`src/verilog/wcs_pkg.sv`:
```
// Shared constants and types of the weld cycle alarm sequencer.
// Assumes one 40 MHz clock and a 32-bit AXI4-Lite register bus.
package wcs_pkg;
  // Clock and time base
  localparam int CLK_NS = 25;
  localparam int TICK_NS = 1000000;
  localparam int TICK_CYC = (TICK_NS + CLK_NS - 1) / CLK_NS;
  localparam int SEEK_IVL_S = 60;
  localparam int SEEK_IVL_MS = SEEK_IVL_S * 1000;
  // Amplitude and offset limits
  localparam logic [6:0] AMP_MIN = 7'h0a;
  localparam logic [6:0] AMP_MAX = 7'h64;
  localparam logic [6:0] AMP_FALLBACK = 7'h32;
  localparam logic [7:0] OFFS_ZERO = 8'h00;
  // Register byte addresses
  localparam int AXI_AW = 8;
  localparam logic [7:0] ADDR_CTRL = 8'h00;
  localparam logic [7:0] ADDR_AMP = 8'h04;
  localparam logic [7:0] ADDR_TIME = 8'h08;
  localparam logic [7:0] ADDR_OFFS = 8'h0c;
  localparam logic [7:0] ADDR_STAT = 8'h10;
  localparam logic [7:0] ADDR_FREQ = 8'h14;
  localparam logic [7:0] ADDR_ISTAT = 8'h18;
  localparam logic [7:0] ADDR_IMASK = 8'h1c;
  // Control bits
  localparam int CTRL_LATCH = 0;
  localparam int CTRL_EOW = 1;
  localparam int CTRL_TSEEK = 2;
  localparam int CTRL_AMPEXT = 3;
  localparam int CTRL_OFFEXT = 4;
  // Timing register fields, 8 bits each, in ms
  localparam int TM_SRAMP = 0;
  localparam int TM_KRAMP = 8;
  localparam int TM_KTIME = 16;
  // Interrupt bits
  localparam int IRQ_DONE = 0;
  localparam int IRQ_ALARM = 1;
  localparam int IRQ_SEEK = 2;
  // Reset values
  localparam logic [4:0] CTRL_RST = 5'h00;
  localparam logic [6:0] AMP_RST = 7'h32;
  localparam logic [23:0] TIME_RST = 24'h0a0a0a;
  localparam logic [7:0] OFFS_RST = 8'h00;
  // Bus answers
  localparam logic [1:0] RESP_OKAY = 2'h0;
  localparam logic [1:0] RESP_SLVERR = 2'h2;
  typedef enum logic [1:0] {WCS_IDLE, WCS_RAMP, WCS_WELD, WCS_SEEK}
    wcs_state_t;
endpackage

```
`src/verilog/wcs_top.sv`:
```
// Weld cycle and alarm sequencer with AXI4-Lite registers.
// Assumes user I/O and analog codes synchronous to ref_clk.
`timescale 1ns/1ps
`default_nettype none
module wcs_top #(
  parameter int TICK_CYCLES = wcs_pkg::TICK_CYC,
  parameter int SEEK_MS = wcs_pkg::SEEK_IVL_MS
) (
  // Clock and reset
  input wire logic ref_clk,
  input wire logic srst,
  // AXI4-Lite slave
  input wire logic [wcs_pkg::AXI_AW-1:0] s_axi_awaddr,
  input wire logic s_axi_awvalid,
  output logic s_axi_awready,
  input wire logic [31:0] s_axi_wdata,
  input wire logic [3:0] s_axi_wstrb,
  input wire logic s_axi_wvalid,
  output logic s_axi_wready,
  output logic [1:0] s_axi_bresp,
  output logic s_axi_bvalid,
  input wire logic s_axi_bready,
  input wire logic [wcs_pkg::AXI_AW-1:0] s_axi_araddr,
  input wire logic s_axi_arvalid,
  output logic s_axi_arready,
  output logic [31:0] s_axi_rdata,
  output logic [1:0] s_axi_rresp,
  output logic s_axi_rvalid,
  input wire logic s_axi_rready,
  // User I/O and panel inputs
  input wire logic start_req,
  input wire logic ext_reset_req,
  input wire logic panel_reset,
  input wire logic alarm_in,
  input wire logic overload_in,
  // Analog input codes and measured frequency
  input wire logic [6:0] ext_amp,
  input wire logic ext_amp_ok,
  input wire logic [7:0] ext_offs,
  input wire logic ext_offs_ok,
  input wire logic [15:0] meas_freq,
  // Status and drive outputs
  output logic sonics_on,
  output logic seek_active,
  output logic sys_ready,
  output logic gen_alarm,
  output logic ovl_alarm,
  output logic [6:0] amp_out,
  output logic [7:0] freq_offset,
  output logic irq
);
  import wcs_pkg::*;
  typedef struct packed {
    wcs_state_t st;
    logic start_q;
    logic alarm;
    logic ovl;
    logic [15:0] tick_cnt;
    logic tick;
    logic [7:0] step_cnt;
    logic [7:0] seek_ms;
    logic [15:0] ivl_cnt;
    logic [6:0] amp;
    logic [7:0] offs;
    logic [4:0] ctrl;
    logic [6:0] amp_reg;
    logic [23:0] time_reg;
    logic [7:0] offs_reg;
    logic [15:0] freq;
    logic [2:0] istat;
    logic [2:0] imask;
    logic irq;
    logic sonics;
    logic seek;
    logic rdy;
  } wcs_top_st_t;
  localparam logic [15:0] TICK_LAST = 16'(TICK_CYCLES - 1);
  localparam logic [15:0] SEEK_LAST = 16'(SEEK_MS - 1);
  wcs_top_st_t s;
  wcs_top_st_t next_s;
  logic wr_en;
  logic [AXI_AW-1:0] wr_addr;
  logic [31:0] wr_data;
  logic [3:0] wr_strb;
  logic wr_err;
  logic [AXI_AW-1:0] rd_addr;
  logic [31:0] rd_data;
  logic rd_err;
  logic [31:0] wmask;
  logic [31:0] wval;
  logic start_rise;
  logic fault;
  logic may_start;
  logic [6:0] amp_tgt;
  logic [7:0] offs_sel;
  logic [7:0] ramp_sel;

  wcs_axil u_bus (
    .ref_clk(ref_clk),
    .srst(srst),
    .s_axi_awaddr(s_axi_awaddr),
    .s_axi_awvalid(s_axi_awvalid),
    .s_axi_awready(s_axi_awready),
    .s_axi_wdata(s_axi_wdata),
    .s_axi_wstrb(s_axi_wstrb),
    .s_axi_wvalid(s_axi_wvalid),
    .s_axi_wready(s_axi_wready),
    .s_axi_bresp(s_axi_bresp),
    .s_axi_bvalid(s_axi_bvalid),
    .s_axi_bready(s_axi_bready),
    .s_axi_araddr(s_axi_araddr),
    .s_axi_arvalid(s_axi_arvalid),
    .s_axi_arready(s_axi_arready),
    .s_axi_rdata(s_axi_rdata),
    .s_axi_rresp(s_axi_rresp),
    .s_axi_rvalid(s_axi_rvalid),
    .s_axi_rready(s_axi_rready),
    .wr_en(wr_en),
    .wr_addr(wr_addr),
    .wr_data(wr_data),
    .wr_strb(wr_strb),
    .wr_err(wr_err),
    .rd_addr(rd_addr),
    .rd_data(rd_data),
    .rd_err(rd_err)
  );

  // Byte lane mask from write strobes
  for (genvar b = 0; b < 4; b++) begin : g_lane
    assign wmask[8*b +: 8] = {8{wr_strb[b]}};
  end

  // Amplitude and offset source selection
  always_comb begin
    amp_tgt = s.amp_reg;
    if (s.ctrl[CTRL_AMPEXT]) begin
      if (ext_amp_ok && ext_amp >= AMP_MIN && ext_amp <= AMP_MAX) begin
        amp_tgt = ext_amp;
      end else begin
        amp_tgt = AMP_FALLBACK;
      end
    end else if (s.amp_reg < AMP_MIN) begin
      amp_tgt = AMP_MIN;
    end else if (s.amp_reg > AMP_MAX) begin
      amp_tgt = AMP_MAX;
    end
    if (s.ctrl[CTRL_OFFEXT]) begin
      offs_sel = ext_offs_ok ? ext_offs : OFFS_ZERO;
    end else begin
      offs_sel = s.offs_reg;
    end
    if (s.st == WCS_SEEK) begin
      ramp_sel = s.time_reg[TM_KRAMP +: 8];
    end else begin
      ramp_sel = s.time_reg[TM_SRAMP +: 8];
    end
  end

  assign start_rise = start_req && !s.start_q;
  assign fault = alarm_in || overload_in;
  assign may_start = start_rise && !fault &&
    !(s.ctrl[CTRL_LATCH] && s.alarm);

  // Register read decode
  always_comb begin
    rd_data = 32'h0;
    rd_err = 1'b0;
    case (rd_addr)
      ADDR_CTRL: rd_data[4:0] = s.ctrl;
      ADDR_AMP: rd_data[6:0] = s.amp_reg;
      ADDR_TIME: rd_data[23:0] = s.time_reg;
      ADDR_OFFS: rd_data[7:0] = s.offs_reg;
      ADDR_STAT: rd_data[4:0] = {s.ovl, s.alarm, s.rdy, s.seek,
        s.sonics};
      ADDR_FREQ: rd_data[15:0] = s.freq;
      ADDR_ISTAT: rd_data[2:0] = s.istat;
      ADDR_IMASK: rd_data[2:0] = s.imask;
      default: rd_err = 1'b1;
    endcase
  end

  always_comb begin
    next_s = s;
    wr_err = 1'b0;
    wval = 32'h0;
    next_s.start_q = start_req;
    // Millisecond time base
    next_s.tick = 1'b0;
    if (s.tick_cnt >= TICK_LAST) begin
      next_s.tick_cnt = 16'h0;
      next_s.tick = 1'b1;
    end else begin
      next_s.tick_cnt = s.tick_cnt + 16'h1;
    end
    // Register writes
    if (wr_en) begin
      case (wr_addr)
        ADDR_CTRL: begin
          wval = (32'(s.ctrl) & ~wmask) | (wr_data & wmask);
          next_s.ctrl = wval[4:0];
        end
        ADDR_AMP: begin
          wval = (32'(s.amp_reg) & ~wmask) | (wr_data & wmask);
          next_s.amp_reg = wval[6:0];
        end
        ADDR_TIME: begin
          wval = (32'(s.time_reg) & ~wmask) | (wr_data & wmask);
          next_s.time_reg = wval[23:0];
        end
        ADDR_OFFS: begin
          wval = (32'(s.offs_reg) & ~wmask) | (wr_data & wmask);
          next_s.offs_reg = wval[7:0];
        end
        ADDR_ISTAT: begin
          wval = wr_data & wmask;
          next_s.istat = s.istat & ~wval[2:0];
        end
        ADDR_IMASK: begin
          wval = (32'(s.imask) & ~wmask) | (wr_data & wmask);
          next_s.imask = wval[2:0];
        end
        ADDR_STAT, ADDR_FREQ: wr_err = 1'b0;
        default: wr_err = 1'b1;
      endcase
    end
    // Alarm clear, then set wins
    if (s.ctrl[CTRL_LATCH] && (panel_reset || ext_reset_req)) begin
      next_s.alarm = 1'b0;
      next_s.ovl = 1'b0;
    end
    if (!s.ctrl[CTRL_LATCH] && start_rise) begin
      next_s.alarm = 1'b0;
      next_s.ovl = 1'b0;
    end
    if (fault) begin
      next_s.alarm = 1'b1;
      next_s.istat[IRQ_ALARM] = 1'b1;
    end
    if (overload_in) begin
      next_s.ovl = 1'b1;
    end
    // Seek interval counts from the last start out of idle, into ramp or seek
    if (s.tick && s.ivl_cnt < SEEK_LAST) begin
      next_s.ivl_cnt = s.ivl_cnt + 16'h1;
    end
    // Ramp step of one percent per ramp_sel ms
    if (s.tick) begin
      next_s.step_cnt = s.step_cnt + 8'h1;
    end
    if ((s.st == WCS_RAMP || s.st == WCS_SEEK) && s.amp < amp_tgt &&
        (ramp_sel == 8'h0 || (s.tick && s.step_cnt + 8'h1 >= ramp_sel)))
        begin
      next_s.amp = s.amp + 7'h1;
      next_s.step_cnt = 8'h0;
    end
    case (s.st)
      WCS_IDLE: begin
        next_s.amp = 7'h0;
        if (may_start) begin
          next_s.st = WCS_RAMP;
          next_s.offs = offs_sel;
          next_s.step_cnt = 8'h0;
          next_s.ivl_cnt = 16'h0;
        end else if (s.ctrl[CTRL_TSEEK] && s.ivl_cnt >= SEEK_LAST &&
            s.tick && !s.alarm && !fault) begin
          next_s.st = WCS_SEEK;
          next_s.offs = offs_sel;
          next_s.step_cnt = 8'h0;
          next_s.seek_ms = 8'h0;
          next_s.ivl_cnt = 16'h0;
        end
      end
      WCS_RAMP, WCS_WELD: begin
        if (s.st == WCS_RAMP && s.amp >= amp_tgt) begin
          next_s.st = WCS_WELD;
        end
        if (s.st == WCS_WELD) begin
          next_s.amp = amp_tgt;
        end
        if (fault) begin
          next_s.st = WCS_IDLE;
          next_s.amp = 7'h0;
        end else if (!start_req) begin
          next_s.st = WCS_IDLE;
          next_s.amp = 7'h0;
          next_s.istat[IRQ_DONE] = 1'b1;
          if (s.ctrl[CTRL_EOW]) begin
            next_s.freq = meas_freq;
          end
        end
      end
      WCS_SEEK: begin
        if (s.tick) begin
          next_s.seek_ms = s.seek_ms + 8'h1;
        end
        if (fault) begin
          next_s.st = WCS_IDLE;
          next_s.amp = 7'h0;
        end else if (may_start) begin
          next_s.st = WCS_RAMP;
          next_s.amp = 7'h0;
          next_s.offs = offs_sel;
          next_s.step_cnt = 8'h0;
        end else if (s.tick && s.seek_ms + 8'h1 >=
            s.time_reg[TM_KTIME +: 8]) begin
          next_s.st = WCS_IDLE;
          next_s.amp = 7'h0;
          next_s.freq = meas_freq;
          next_s.istat[IRQ_SEEK] = 1'b1;
        end
      end
      default: next_s.st = WCS_IDLE;
    endcase
    // Registered status outputs
    next_s.sonics = next_s.st == WCS_RAMP || next_s.st == WCS_WELD;
    next_s.seek = next_s.st == WCS_SEEK;
    next_s.rdy = next_s.st == WCS_IDLE && !next_s.alarm;
    next_s.irq = |(next_s.istat & next_s.imask);
  end

  always_ff @(posedge ref_clk) begin
    if (srst) begin
      s <= '0;
      s.ctrl <= CTRL_RST;
      s.amp_reg <= AMP_RST;
      s.time_reg <= TIME_RST;
      s.offs_reg <= OFFS_RST;
    end else begin
      s <= next_s;
    end
  end

  assign sonics_on = s.sonics;
  assign seek_active = s.seek;
  assign sys_ready = s.rdy;
  assign gen_alarm = s.alarm;
  assign ovl_alarm = s.ovl;
  assign amp_out = s.amp;
  assign freq_offset = s.offs;
  assign irq = s.irq;

  AST_START: assert property (@(posedge ref_clk) disable iff (srst)
    s.st == WCS_IDLE && start_rise && !fault && !s.ctrl[CTRL_LATCH]
    |=> sonics_on) else $error("start did not raise sonics");
  AST_HOLD: assert property (@(posedge ref_clk) disable iff (srst)
    sonics_on && start_req && !fault |=> sonics_on)
    else $error("sonics dropped while start held");
  AST_STOP: assert property (@(posedge ref_clk) disable iff (srst)
    sonics_on && !start_req |=> !sonics_on && amp_out == 7'h0)
    else $error("sonics stayed on after start released");
  AST_REFUSE: assert property (@(posedge ref_clk) disable iff (srst)
    !sonics_on && start_rise && s.ctrl[CTRL_LATCH] && gen_alarm
    |=> !sonics_on) else $error("start taken while latched");
  AST_CLEAR: assert property (@(posedge ref_clk) disable iff (srst)
    s.ctrl[CTRL_LATCH] && gen_alarm && (ext_reset_req || panel_reset)
    && !fault |=> !gen_alarm) else $error("reset left alarm");
  AST_NLCLR: assert property (@(posedge ref_clk) disable iff (srst)
    !s.ctrl[CTRL_LATCH] && gen_alarm && start_rise && !fault &&
    s.st == WCS_IDLE |=> !gen_alarm ##0 sonics_on)
    else $error("start did not clear alarm");
  AST_DEFMODE: assert property (@(posedge ref_clk)
    $past(srst) |-> !s.ctrl[CTRL_LATCH])
    else $error("alarm mode not non-latching");
  AST_AMPLIM: assert property (@(posedge ref_clk) disable iff (srst)
    amp_out <= AMP_MAX) else $error("amplitude over limit");
  AST_RAMP0: assert property (@(posedge ref_clk) disable iff (srst)
    $rose(sonics_on) |-> amp_out == 7'h0 ##1 amp_out <= 7'h1)
    else $error("ramp did not start from zero");
  AST_EOW: assert property (@(posedge ref_clk) disable iff (srst)
    sonics_on && !start_req && !fault && s.ctrl[CTRL_EOW]
    |=> s.freq == $past(meas_freq))
    else $error("end of weld frequency not stored");
  AST_FALLBK: assert property (@(posedge ref_clk) disable iff (srst)
    s.st == WCS_WELD && s.ctrl[CTRL_AMPEXT] && !ext_amp_ok
    |=> s.st != WCS_WELD || amp_out == AMP_FALLBACK)
    else $error("no fallback amplitude");
  AST_ALARM: assert property (@(posedge ref_clk) disable iff (srst)
    sonics_on && fault |=> !sonics_on && gen_alarm)
    else $error("alarm did not stop sonics");
endmodule
`default_nettype wire

```
`src/verilog/wcs_axil.sv`:
```
// AXI4-Lite slave front end of the sequencer register file.
// Assumes the owner decodes the address and answers within a cycle.
`timescale 1ns/1ps
`default_nettype none
module wcs_axil (
  // Clock and reset
  input wire logic ref_clk,
  input wire logic srst,
  // Write address and data
  input wire logic [wcs_pkg::AXI_AW-1:0] s_axi_awaddr,
  input wire logic s_axi_awvalid,
  output logic s_axi_awready,
  input wire logic [31:0] s_axi_wdata,
  input wire logic [3:0] s_axi_wstrb,
  input wire logic s_axi_wvalid,
  output logic s_axi_wready,
  // Write response
  output logic [1:0] s_axi_bresp,
  output logic s_axi_bvalid,
  input wire logic s_axi_bready,
  // Read address and data
  input wire logic [wcs_pkg::AXI_AW-1:0] s_axi_araddr,
  input wire logic s_axi_arvalid,
  output logic s_axi_arready,
  output logic [31:0] s_axi_rdata,
  output logic [1:0] s_axi_rresp,
  output logic s_axi_rvalid,
  input wire logic s_axi_rready,
  // Register file side
  output logic wr_en,
  output logic [wcs_pkg::AXI_AW-1:0] wr_addr,
  output logic [31:0] wr_data,
  output logic [3:0] wr_strb,
  input wire logic wr_err,
  output logic [wcs_pkg::AXI_AW-1:0] rd_addr,
  input wire logic [31:0] rd_data,
  input wire logic rd_err
);
  import wcs_pkg::*;
  typedef struct packed {
    logic aw_full;
    logic [AXI_AW-1:0] awaddr;
    logic aw_rdy;
    logic w_full;
    logic [31:0] wdata;
    logic [3:0] wstrb;
    logic w_rdy;
    logic bvalid;
    logic [1:0] bresp;
    logic ar_busy;
    logic [AXI_AW-1:0] araddr;
    logic ar_rdy;
    logic rvalid;
    logic [31:0] rdata;
    logic [1:0] rresp;
  } wcs_axil_st_t;
  wcs_axil_st_t s;
  wcs_axil_st_t next_s;
  logic wr_go;
  assign wr_go = s.aw_full && s.w_full && !s.bvalid;
  always_comb begin
    next_s = s;
    if (s.aw_rdy && s_axi_awvalid) begin
      next_s.aw_full = 1'b1;
      next_s.awaddr = s_axi_awaddr;
    end
    if (s.w_rdy && s_axi_wvalid) begin
      next_s.w_full = 1'b1;
      next_s.wdata = s_axi_wdata;
      next_s.wstrb = s_axi_wstrb;
    end
    if (wr_go) begin
      next_s.aw_full = 1'b0;
      next_s.w_full = 1'b0;
      next_s.bvalid = 1'b1;
      next_s.bresp = wr_err ? RESP_SLVERR : RESP_OKAY;
    end
    if (s.bvalid && s_axi_bready) begin
      next_s.bvalid = 1'b0;
    end
    if (s.ar_rdy && s_axi_arvalid) begin
      next_s.ar_busy = 1'b1;
      next_s.araddr = s_axi_araddr;
    end
    if (s.ar_busy && !s.rvalid) begin
      next_s.rvalid = 1'b1;
      next_s.rdata = rd_data;
      next_s.rresp = rd_err ? RESP_SLVERR : RESP_OKAY;
    end
    if (s.rvalid && s_axi_rready) begin
      next_s.rvalid = 1'b0;
      next_s.ar_busy = 1'b0;
    end
    next_s.aw_rdy = !next_s.aw_full;
    next_s.w_rdy = !next_s.w_full;
    next_s.ar_rdy = !next_s.ar_busy;
  end
  always_ff @(posedge ref_clk) begin
    if (srst) begin
      s <= '0;
    end else begin
      s <= next_s;
    end
  end
  assign s_axi_awready = s.aw_rdy;
  assign s_axi_wready = s.w_rdy;
  assign s_axi_bvalid = s.bvalid;
  assign s_axi_bresp = s.bresp;
  assign s_axi_arready = s.ar_rdy;
  assign s_axi_rvalid = s.rvalid;
  assign s_axi_rdata = s.rdata;
  assign s_axi_rresp = s.rresp;
  assign wr_en = wr_go;
  assign wr_addr = s.awaddr;
  assign wr_data = s.wdata;
  assign wr_strb = s.wstrb;
  assign rd_addr = s.araddr;
endmodule
`default_nettype wire

```
`config.mk`:
```
export PLATFORM = sky130hd
export DESIGN_NAME = wcs_top
export DESIGN_NICKNAME = d
export VERILOG_FILES = /design/src/verilog/wcs_pkg.sv /design/src/verilog/wcs_top.sv /design/src/verilog/wcs_axil.sv
export SDC_FILE = /design/constraint.sdc
export NUM_CORES = 1
export LEC_CHECK = 0
export BUFFER_PORTS_ARGS = -buffer_cell sky130_fd_sc_hd__buf_2
export CAP_MARGIN = 20
export CELL_PAD_IN_SITES_DETAIL_PLACEMENT = 1
export CELL_PAD_IN_SITES_GLOBAL_PLACEMENT = 1
export CORE_MARGIN = 2
export CORE_UTILIZATION = 35
export DETAILED_ROUTE_END_ITERATION = 7
export PLACE_DENSITY = 0.79
export SYNTH_ARGS = -nofsm -noshare
export SYNTH_HDL_FRONTEND = slang
export SYNTH_SLANG_ARGS = --single-unit
```
`constraint.sdc`:
```
create_clock -name ref_clk -period 4 [get_ports ref_clk]
set_clock_uncertainty 0.15 [all_clocks]
set_input_delay 0.8 -clock ref_clk [delete_from_list [all_inputs] [get_ports ref_clk]]
set_output_delay 0.8 -clock ref_clk [all_outputs]
set_load 0.01 [all_outputs]
```
==> impl_metrics.json, run 1 <==
{
  "cp_max_fo": 14,
  "grt_pass1_vias": 9067,
  "netlist_instances": 1225,
  "drtAntennaViolNets": 0,
  "crit_chain": "and3_1 > and3_1 > nand3_1 > xnor2_1 > ha_1 > a21oi_1 > o22ai_1 > a21oi_1 > o21ai_0 > nand3_1 > buf_12 > mux2i_1 > nor2_1",
  "drt_wl_total_um": 30080,
  "hpwl_um": 22110,
  "antenna_found_initial": 1,
  "rows": 63,
  "setup_viol": 0,
  "pin_count": 159,
  "layout_common_cells": "dfxtp_1 (216), nand2_1 (170), nor2_1 (161), buf_2 (138), a21oi_1 (93)",
  "fin_crit_sh_pct": 89.29,
  "yosysTopAreaCellShare_pct": 41.53,
  "yosys_warnings": 0,
  "grt_pass1_wl_um": 48200,
  "drt-initial-drc-count": 516,
  "wl_per_cell_um": 17.58,
  "die_area_um2": 31140,
  "layout_commonest_cell": "dfxtp_1",
  "vias_per_cell": 5.261,
  "clkLatencyLatePin_ps": 530,
  "grt_max_degree": 62,
  "cts_buffers": 25,
  "leakage_nw": 5.008,
  "track_usage_pct": 19.15,
  "initial_core_util_pct": 35.32,
  "synth_area_leaders": "dfxtp_1 (42%), mux2i_1 (6.5%), nand2_1 (6.1%)",
  "cp-start-kind": "flop",
  "critPathKind": "reg2reg",
  "final_max_slew_viol_count": 0,
  "fin_cells": 1711,
  "vdd_drop_max_v": 0.0002686,
  "tns_ps": 0,
  "worstPathRequired_ps": 4230,
  "clk_path_buf_depth": 3,
  "syn2layout_area_growth_pct": 15.06,
  "preCtsSetupSlack_ps": 214.4,
  "placedCellCount": 1670,
  "clockRootBuffer": "clkbuf_16",
  "cp.arrival_ps": 3800,
  "r2r_start": "s[101]",
  "synth_cell_types": 68,
  "fill_cells": 3552,
  "synth_ff_type": "dfxtp_1",
  "numPortBuffers": 139,
  "endpoint_kind": "flop",
  "synthesis.area_um2": 10410,
  "vias": 9002,
  "fin_crit_ps": 3572,
  "cts_tree": "yes",
  "syn_area_per_cell_um2": 8.499,
  "dieHeight_um": 176.5,
  "synth_area_leader_cell": "dfxtp_1",
  "final_layout_size_suffix_gt1_share_pct": 16.43,
  "die-width_um": 176.5,
  "core_um2": 29480,
  "postLayoutCellArea_um2": 11980,
  "n_antenna_cell": 0,
  "max_freq_mhz": 280.0,
  "synth-seq-area-share_pct": 41.53,
  "clock-sinks": 216,
  "hold_viol": 0,
  "relSlewSlack_pct": 28.10,
  "total_power_mw": 4.914,
  "holdPathStages": 2,
  "grt.overflow.total": 0,
  "max_slew.worst_pin.slew_ps": 1076,
  "min_path_type": "reg2reg",
  "power.density_nw_per_um2": 410.2,
  "cts_max_level": 1,
  "synth_edf_count": 0,
  "worst_slack_ps": 428.2,
  "rsz0062_at_grt": "no",
  "cp_slowest_stage_delay_ps": 430,
  "outcome": "finished clean",
  "ys_ff_latch": 216,
  "nets": 1437,
  "gp_congestion": 0.8660,
  "drtPass1Iterations": 4,
  "placed_cell_area_um2": 11150,
  "reg2regPathDepth": 13,
  "hold_end": "u_bus.wr_data[17]",
  "rrSetupSlack_ps": 430,
  "drt_drc_violations_left": 0,
  "maxCapViolCount": 0,
  "path_clk_slew_ps": 60,
  "async_flop_share_pct": 0,
  "cpMaxStageDelayCell": "dfxtp_1",
  "worstReg2RegEnd": "s[15]",
  "hp-start": "u_bus.wr_data[17]"
}
-- worst max-delay path, delay by kind of cell (launching register included) --
kind	cells	cell delay (ps)
xor gates and xnor gates	1	230
buffers and inverters	1	220
and+or+nand+nor	5	980
muxes	1	250
AOI/OAI and AO/OA	4	870
DFF	1	430
adders and majority gates	1	290
-- metrics by stage --
stage | hold WS [ps] | utilization (%)
2_1_floorplan | 275.8 | -
3_3_place_gp | 289.2 | 37.81
3_5_place_dp | 293.3 | 37.81
4_1_cts | 301.6 | 40.63
5_1_grt | 322.2 | 40.63
6_report | 302.7 | 40.63
-- cell type report --
| class | instances | area [µm²] | share of cell area [%] |
|---|---|---|---|
| multi-input cells | 884 | 5414 | 45.20 |
| inverters | 26 | 97.59 | 0.8147 |
| clock buffers | 31 | 678.2 | 5.661 |
| flip-flops and latches | 216 | 4324 | 36.10 |
| repair buffers | 154 | 823.3 | 6.873 |
| clock inverters | 10 | 153.9 | 1.285 |
| well taps | 390 | 488.0 | 4.074 |
-- cell families (layout without fill, tap and decap cells) --
family,Yosys count,in the layout,share of synthesized area [%]
other,1,10,0.03602
XOR/XNOR,51,51,4.290
buffers and inverters,134,221,6.790
AO/OA/AOI/OAI,221,221,13.39
flip-flops,216,216,41.53
adder cells (fa/ha/maj),33,33,3.966
AND/OR/NAND/NOR,492,492,21.62
multiplexers,77,77,8.376
-- repair_timing --
item | CTS | global route
setup buffers | 0 | 0
setup endpoints to repair | 0 | 1
hold buffers | 0 | 0
hold endpoints to repair | 0 | 0
gates resized for setup | 0 | 1
-- cells in the mapped netlist, drive strengths merged, types with 23 or more instances --
master and instances:
ha 33, and3 23, mux2i 68, nand2 170, o21ai 45, nand3 46
clkbuf 48, inv 26, a21oi 94, xor2 31, dfxtp 216, nor2 161
buf 60
-- how the worst max path moves through the flow --
stage,from,end,slack (ps),depth (start not counted)
2_1_floorplan,ext_amp[1],amp_out[6],360,13
3_3_place_gp,ext_amp[1],amp_out[5],340,16
3_5_place_dp,ext_amp[1],sonics_on,210,15
4_1_cts,s[101],sonics_on,310,12
5_1_grt,s[101],s[15],140,13
6_report,s[101],s[15],430,13
-- where the power goes --
group	switching, mW	total [mW]	internal (mW)
Sequential	0.0482	2.25	2.20
Combinational	0.198	0.319	0.121
Clock	0.897	2.34	1.45
-- metal layers --
layer  wire length (µm)  track usage (%)  part of all wire (%)  vias up
li1                   -                -                     -     4330
met1              14080            26.34                    47     4409
met2              13960            31.72                    46      215
met3               1448            2.347                   4.8       48
met4                590            5.096                   2.0        0
met5                  0                0                     0        -
(Power assumes the default switching activity.)
==> inputs of run 2 (changes only) <==
Settings changed: PLACE_DENSITY 0.79 to 0.72, REMOVE_ABC_BUFFERS from default to 1.
==> run 2 against run 1 <==
Net effect: register-to-register slack improved by 170 ps; die area unchanged; worst setup slack improved by 170 ps; critical path type unchanged; global-route usage decreased by 0.82 points; combinational power about the same; clock power decreased by 6%; clock-buffer cell count unchanged; cell count increased by 0.35%; core utilization decreased by 0.064 points.
==> impl_metrics.json, run 2 (synthesized netlist as in run 1, its figures left out) <==
{
  "clockRootBuffer": "clkbuf_16",
  "max_freq_mhz": 293.8,
  "numPortBuffers": 139,
  "antenna_found_initial": 2,
  "grt_max_degree": 72,
  "clock-sinks": 216,
  "vias_per_cell": 5.073,
  "route.met2.wl_um": 13680,
  "cts_max_level": 1,
  "setup_viol": 0,
  "worst_slack_ps": 596.8,
  "rsz0062_at_grt": "no",
  "die_area_um2": 31140,
  "post_cts_buffers": 0,
  "holdPathStages": 2,
  "hold_slack_ps": 302.4,
  "n_antenna_cell": 0,
  "preCtsSetupSlack_ps": 235.8,
  "gp_congestion": 0.8072,
  "fill_cells": 3561,
  "rrSetupSlack_ps": 600,
  "fin_util_pct": 40.57,
  "relSlewSlack_pct": 39.38,
  "nets": 1440,
  "fin_crit_sh_pct": 85.08,
  "critPathKind": "reg2reg",
  "reg2regPathDepth": 13,
  "tns_ps": 0,
  "met1Wirelength_um": 13240,
  "cp_max_fo": 6,
  "fin_cells": 1717,
  "endpoint_kind": "flop",
  "cts_tree": "yes",
  "worstPathRequired_ps": 4240,
  "grt.overflow.total": 0,
  "leakage_nw": 4.989,
  "core_um2": 29480,
  "vdd_drop_max_v": 0.0002638,
  "syn2layout_area_growth_pct": 14.88,
  "drt_drc_violations_left": 0,
  "min_path_type": "reg2reg",
  "clkLatencyLatePin_ps": 530,
  "met3_length_um": 1203,
  "clk_path_buf_depth": 3,
  "die-width_um": 176.5,
  "cts_buffers": 25,
  "track_usage_pct": 18.32,
  "cts_resized": 0,
  "final_layout_size_suffix_gt1_share_pct": 16.88,
  "drt-initial-drc-count": 381,
  "dieHeight_um": 176.5,
  "final_max_slew_viol_count": 0,
  "rows": 63,
  "pin_count": 159,
  "outcome": "finished clean",
  "power.density_nw_per_um2": 399.1,
  "layout_common_cells": "dfxtp_1 (216), nand2_1 (170), nor2_1 (161), buf_2 (138), a21oi_1 (93)",
  "grt_pass1_wl_um": 46420,
  "cp.arrival_ps": 3640,
  "fin_crit_ps": 3403,
  "initial_core_util_pct": 35.32,
  "grt_pass1_vias": 9110,
  "hold_viol": 0,
  "placedCellCount": 1672,
  "wl_per_cell_um": 16.63,
  "drtAntennaViolNets": 0,
  "path_clk_slew_ps": 60,
  "layout_commonest_cell": "dfxtp_1",
  "maxCapViolCount": 0,
  "drtPass1Iterations": 4,
  "routed.top_layer": "met5",
  "cp-start-kind": "flop",
  "vias": 8711,
  "holdBufCountCts": 0,
  "drt_wl_total_um": 28550,
  "max_slew.worst_pin.slew_ps": 902.4,
  "hpwl_um": 21130
}
## run 2: area by class of cell
cell class	count	area, µm²	area share (%)
well taps	390	488.0	4.080
clock inverters	13	107.6	0.8997
clock buffers	31	688.2	5.754
inverters	26	97.59	0.8160
repair buffers	157	840.8	7.030
flip-flops and latches	216	4324	36.15
multi-input cells	884	5414	45.27
## run 2: metal layers
| layer | global-route usage [%] | up-vias |
|---|---|---|
| li1 | - | 4349 |
| met4 | 4.098 | 2 |
| met2 | 32.14 | 118 |
| met5 | 0 | - |
| met1 | 23.48 | 4209 |
| met3 | 3.187 | 33 |
## run 2: final timing paths
path	end	start
worst max register to register	sonics_on	s[101]
worst min register to register	u_bus.s_axi_rdata[23]	u_bus.s_axi_rdata[23]
worst max-delay path	sonics_on	s[101]
worst min-delay path	u_bus.s_axi_rdata[23]	u_bus.s_axi_rdata[23]
## run 2: where the power goes
group          switching, mW  internal (mW)
combinational          0.195          0.123
sequential            0.0471           2.20
clock                  0.920           1.29
## run 2: stage by stage
step           area [µm²]  total power [mW]
2_1_floorplan        9836             2.439
3_3_place_gp        11150             2.606
3_5_place_dp        11150             2.615
4_1_cts             11950             4.837
5_1_grt             11960             4.969
6_report            11960             4.773
## run 2: worst max-delay path: stages (launching register included)
cell and delay (ps):
dfxtp_1 440, and3_1 320, and3_1 210, nand3_1 110
xnor2_1 210, ha_1 280, a21oi_1 160, o22ai_1 90
a21oi_1 120, buf_4 160, a21oi_1 60, o311ai_0 680
xnor2_1 200, nor2_1 50
==> inputs of run 3 (changes only) <==
Settings changed: PLACE_DENSITY 0.72 to default, PLACE_DENSITY_LB_ADDON from default to 0.1.
==> run 3 against run 2 <==
Net effect: via count shrank 0.71%; register-to-register slack worse by 20 ps; die area is the same; clock-buffer cell count grew 8; sequential power is essentially flat; global-route usage is 0.75 points higher; power grew 2.5%; cell count rose by 0.29%; flip-flop and latch count unchanged; first-iteration DRC count rose by 5.8%; critical endpoint unchanged.
==> impl_metrics.json, run 3 (synthesized netlist as in run 1, its figures left out) <==
{
  "layout_commonest_cell": "dfxtp_1",
  "cp-start-kind": "flop",
  "rrSetupSlack_ps": 570,
  "holdBufCountCts": 0,
  "leakage_nw": 5.035,
  "drtPass1Iterations": 4,
  "cts_tree": "yes",
  "vdd_drop_max_v": 0.0003261,
  "pin_count": 159,
  "layout_common_cells": "dfxtp_1 (216), nand2_1 (170), nor2_1 (161), buf_2 (138), a21oi_1 (93)",
  "postLayoutCellArea_um2": 12040,
  "relSlewSlack_pct": 37.50,
  "drtAntennaViolNets": 0,
  "vias": 8649,
  "gp_congestion": 0.8452,
  "track_usage_pct": 19.07,
  "cts_max_level": 1,
  "clock-sinks": 216,
  "hold_end": "u_bus.s_axi_rdata[21]",
  "holdPathStages": 2,
  "cts_resized": 0,
  "cts_buffers": 26,
  "grt_pass1_vias": 8924,
  "hold_viol": 0,
  "drt-initial-drc-count": 403,
  "r2r_start": "s[101]",
  "dieHeight_um": 176.5,
  "rsz0062_at_grt": "no",
  "reg2regPathDepth": 12,
  "clkLatencyLatePin_ps": 520,
  "fin_crit_sh_pct": 85.69,
  "initial_core_util_pct": 35.32,
  "max_slew.worst_pin.slew_ps": 934.1,
  "cp_max_fo": 6,
  "grt_pass1_wl_um": 47700,
  "outcome": "finished clean",
  "nets": 1442,
  "endpoint_kind": "flop",
  "clockRootBuffer": "clkbuf_16",
  "hp-start": "u_bus.s_axi_rdata[21]",
  "worstReg2RegEnd": "sonics_on",
  "grt_max_degree": 68,
  "vias_per_cell": 5.023,
  "placed_cell_area_um2": 11180,
  "ff_latch_area_um2": 4324,
  "clk_path_buf_depth": 3,
  "die-width_um": 176.5,
  "syn2layout_area_growth_pct": 15.60,
  "grt.overflow.total": 0,
  "max_freq_mhz": 291.8,
  "antenna_found_initial": 0,
  "core_um2": 29480,
  "drt_drc_violations_left": 0,
  "fin_crit_ps": 3428,
  "tns_ps": 0,
  "maxCapViolCount": 0,
  "total_power_mw": 4.895,
  "final_layout_size_suffix_gt1_share_pct": 16.83,
  "wl_per_cell_um": 17.16,
  "numPortBuffers": 139,
  "power.density_nw_per_um2": 406.7,
  "hpwl_um": 21860,
  "multi_input_area_um2": 5414,
  "post_cts_buffers": 0,
  "final_max_slew_viol_count": 0,
  "worstPathRequired_ps": 4240,
  "min_path_type": "reg2reg",
  "drt_wl_total_um": 29540,
  "die_area_um2": 31140,
  "path_clk_slew_ps": 60,
  "cp.arrival_ps": 3660,
  "fill_cells": 3554,
  "rows": 63,
  "critPathKind": "reg2reg",
  "setup_viol": 0
}
==> run 3: cell count changes in the layout (fill, tap and decap cells not counted) <==
cell / previous run / this run
inv_6: 2 / 1
clkbuf_1: 2 / 6
buf_12: 0 / 1
buf_6: 0 / 1
clkinvlp_4: 4 / 1
buf_8: 1 / 0
clkinv_2: 6 / 5
clkbuf_16: 25 / 27
diode_2: 0 / 1
clkbuf_8: 4 / 6
==> run 3: through the flow <==
step	worst slack [ps]	hold slack [ps]	std cells	utilization, %
after detailed placement	199.7	294.4	1674	37.93
after CTS	462.5	302.4	1721	40.82
after global placement	263.5	288.0	1674	37.93
after global routing	305.8	319.6	1721	40.82
final	572.5	301.9	1722	40.82
after floorplan	355.7	274.7	1126	-
==> run 3: worst max-delay path, cell delays in order, from the launching register on <==
cell	delay, ps
dfxtp_1	440
and3_1	300
and3_1	210
nand3_1	100
xnor2_1	200
ha_1	270
a21oi_1	150
o22ai_1	80
a21oi_1	270
a21oi_1	100
o311ai_0	760
xnor2_1	200
nor2_1	50
==> run 3: worst max-delay path by stage <==
stage | startpoint | end | slack [ps]
detailed placement | ext_amp[1] | sonics_on | 200
global placement | ext_amp[1] | sonics_on | 260
finish | s[101] | sonics_on | 570
floorplan | ext_amp[1] | amp_out[6] | 360
CTS | s[101] | sonics_on | 460
global route | s[101] | sonics_on | 310
==> run 3: area by class of cell <==
| class | instances | area share [%] |
|---|---|---|
| Clock inverter | 8 | 0.5926 |
| Timing Repair Buffer | 158 | 7.121 |
| Clock buffer | 39 | 6.487 |
| Multi-Input combinational cell | 884 | 44.98 |
| Inverter | 26 | 0.8109 |
| Tap cell | 390 | 4.054 |
| Antenna cell | 1 | 0.02079 |
| Sequential cell | 216 | 35.93 |
==> run 3: power breakdown <==
part,leakage [nW],internal [mW],total (mW),switching (mW)
clock network,0.421,1.41,2.33,0.924
logic,2.86,0.123,0.317,0.195
registers,1.75,2.20,2.25,0.0434
==> run 3: routing by layer <==
| metal | vias to the layer above | global-route usage (%) | wire, µm | part of all wire [%] |
|---|---|---|---|---|
| li1 | 4353 | - | - | - |
| met1 | 4139 | 26.30 | 14270 | 48 |
| met3 | 27 | 3.079 | 1372 | 4.6 |
| met5 | - | 0 | 0 | 0 |
| met2 | 130 | 31.67 | 13430 | 45 |
| met4 | 0 | 3.650 | 471 | 1.6 |
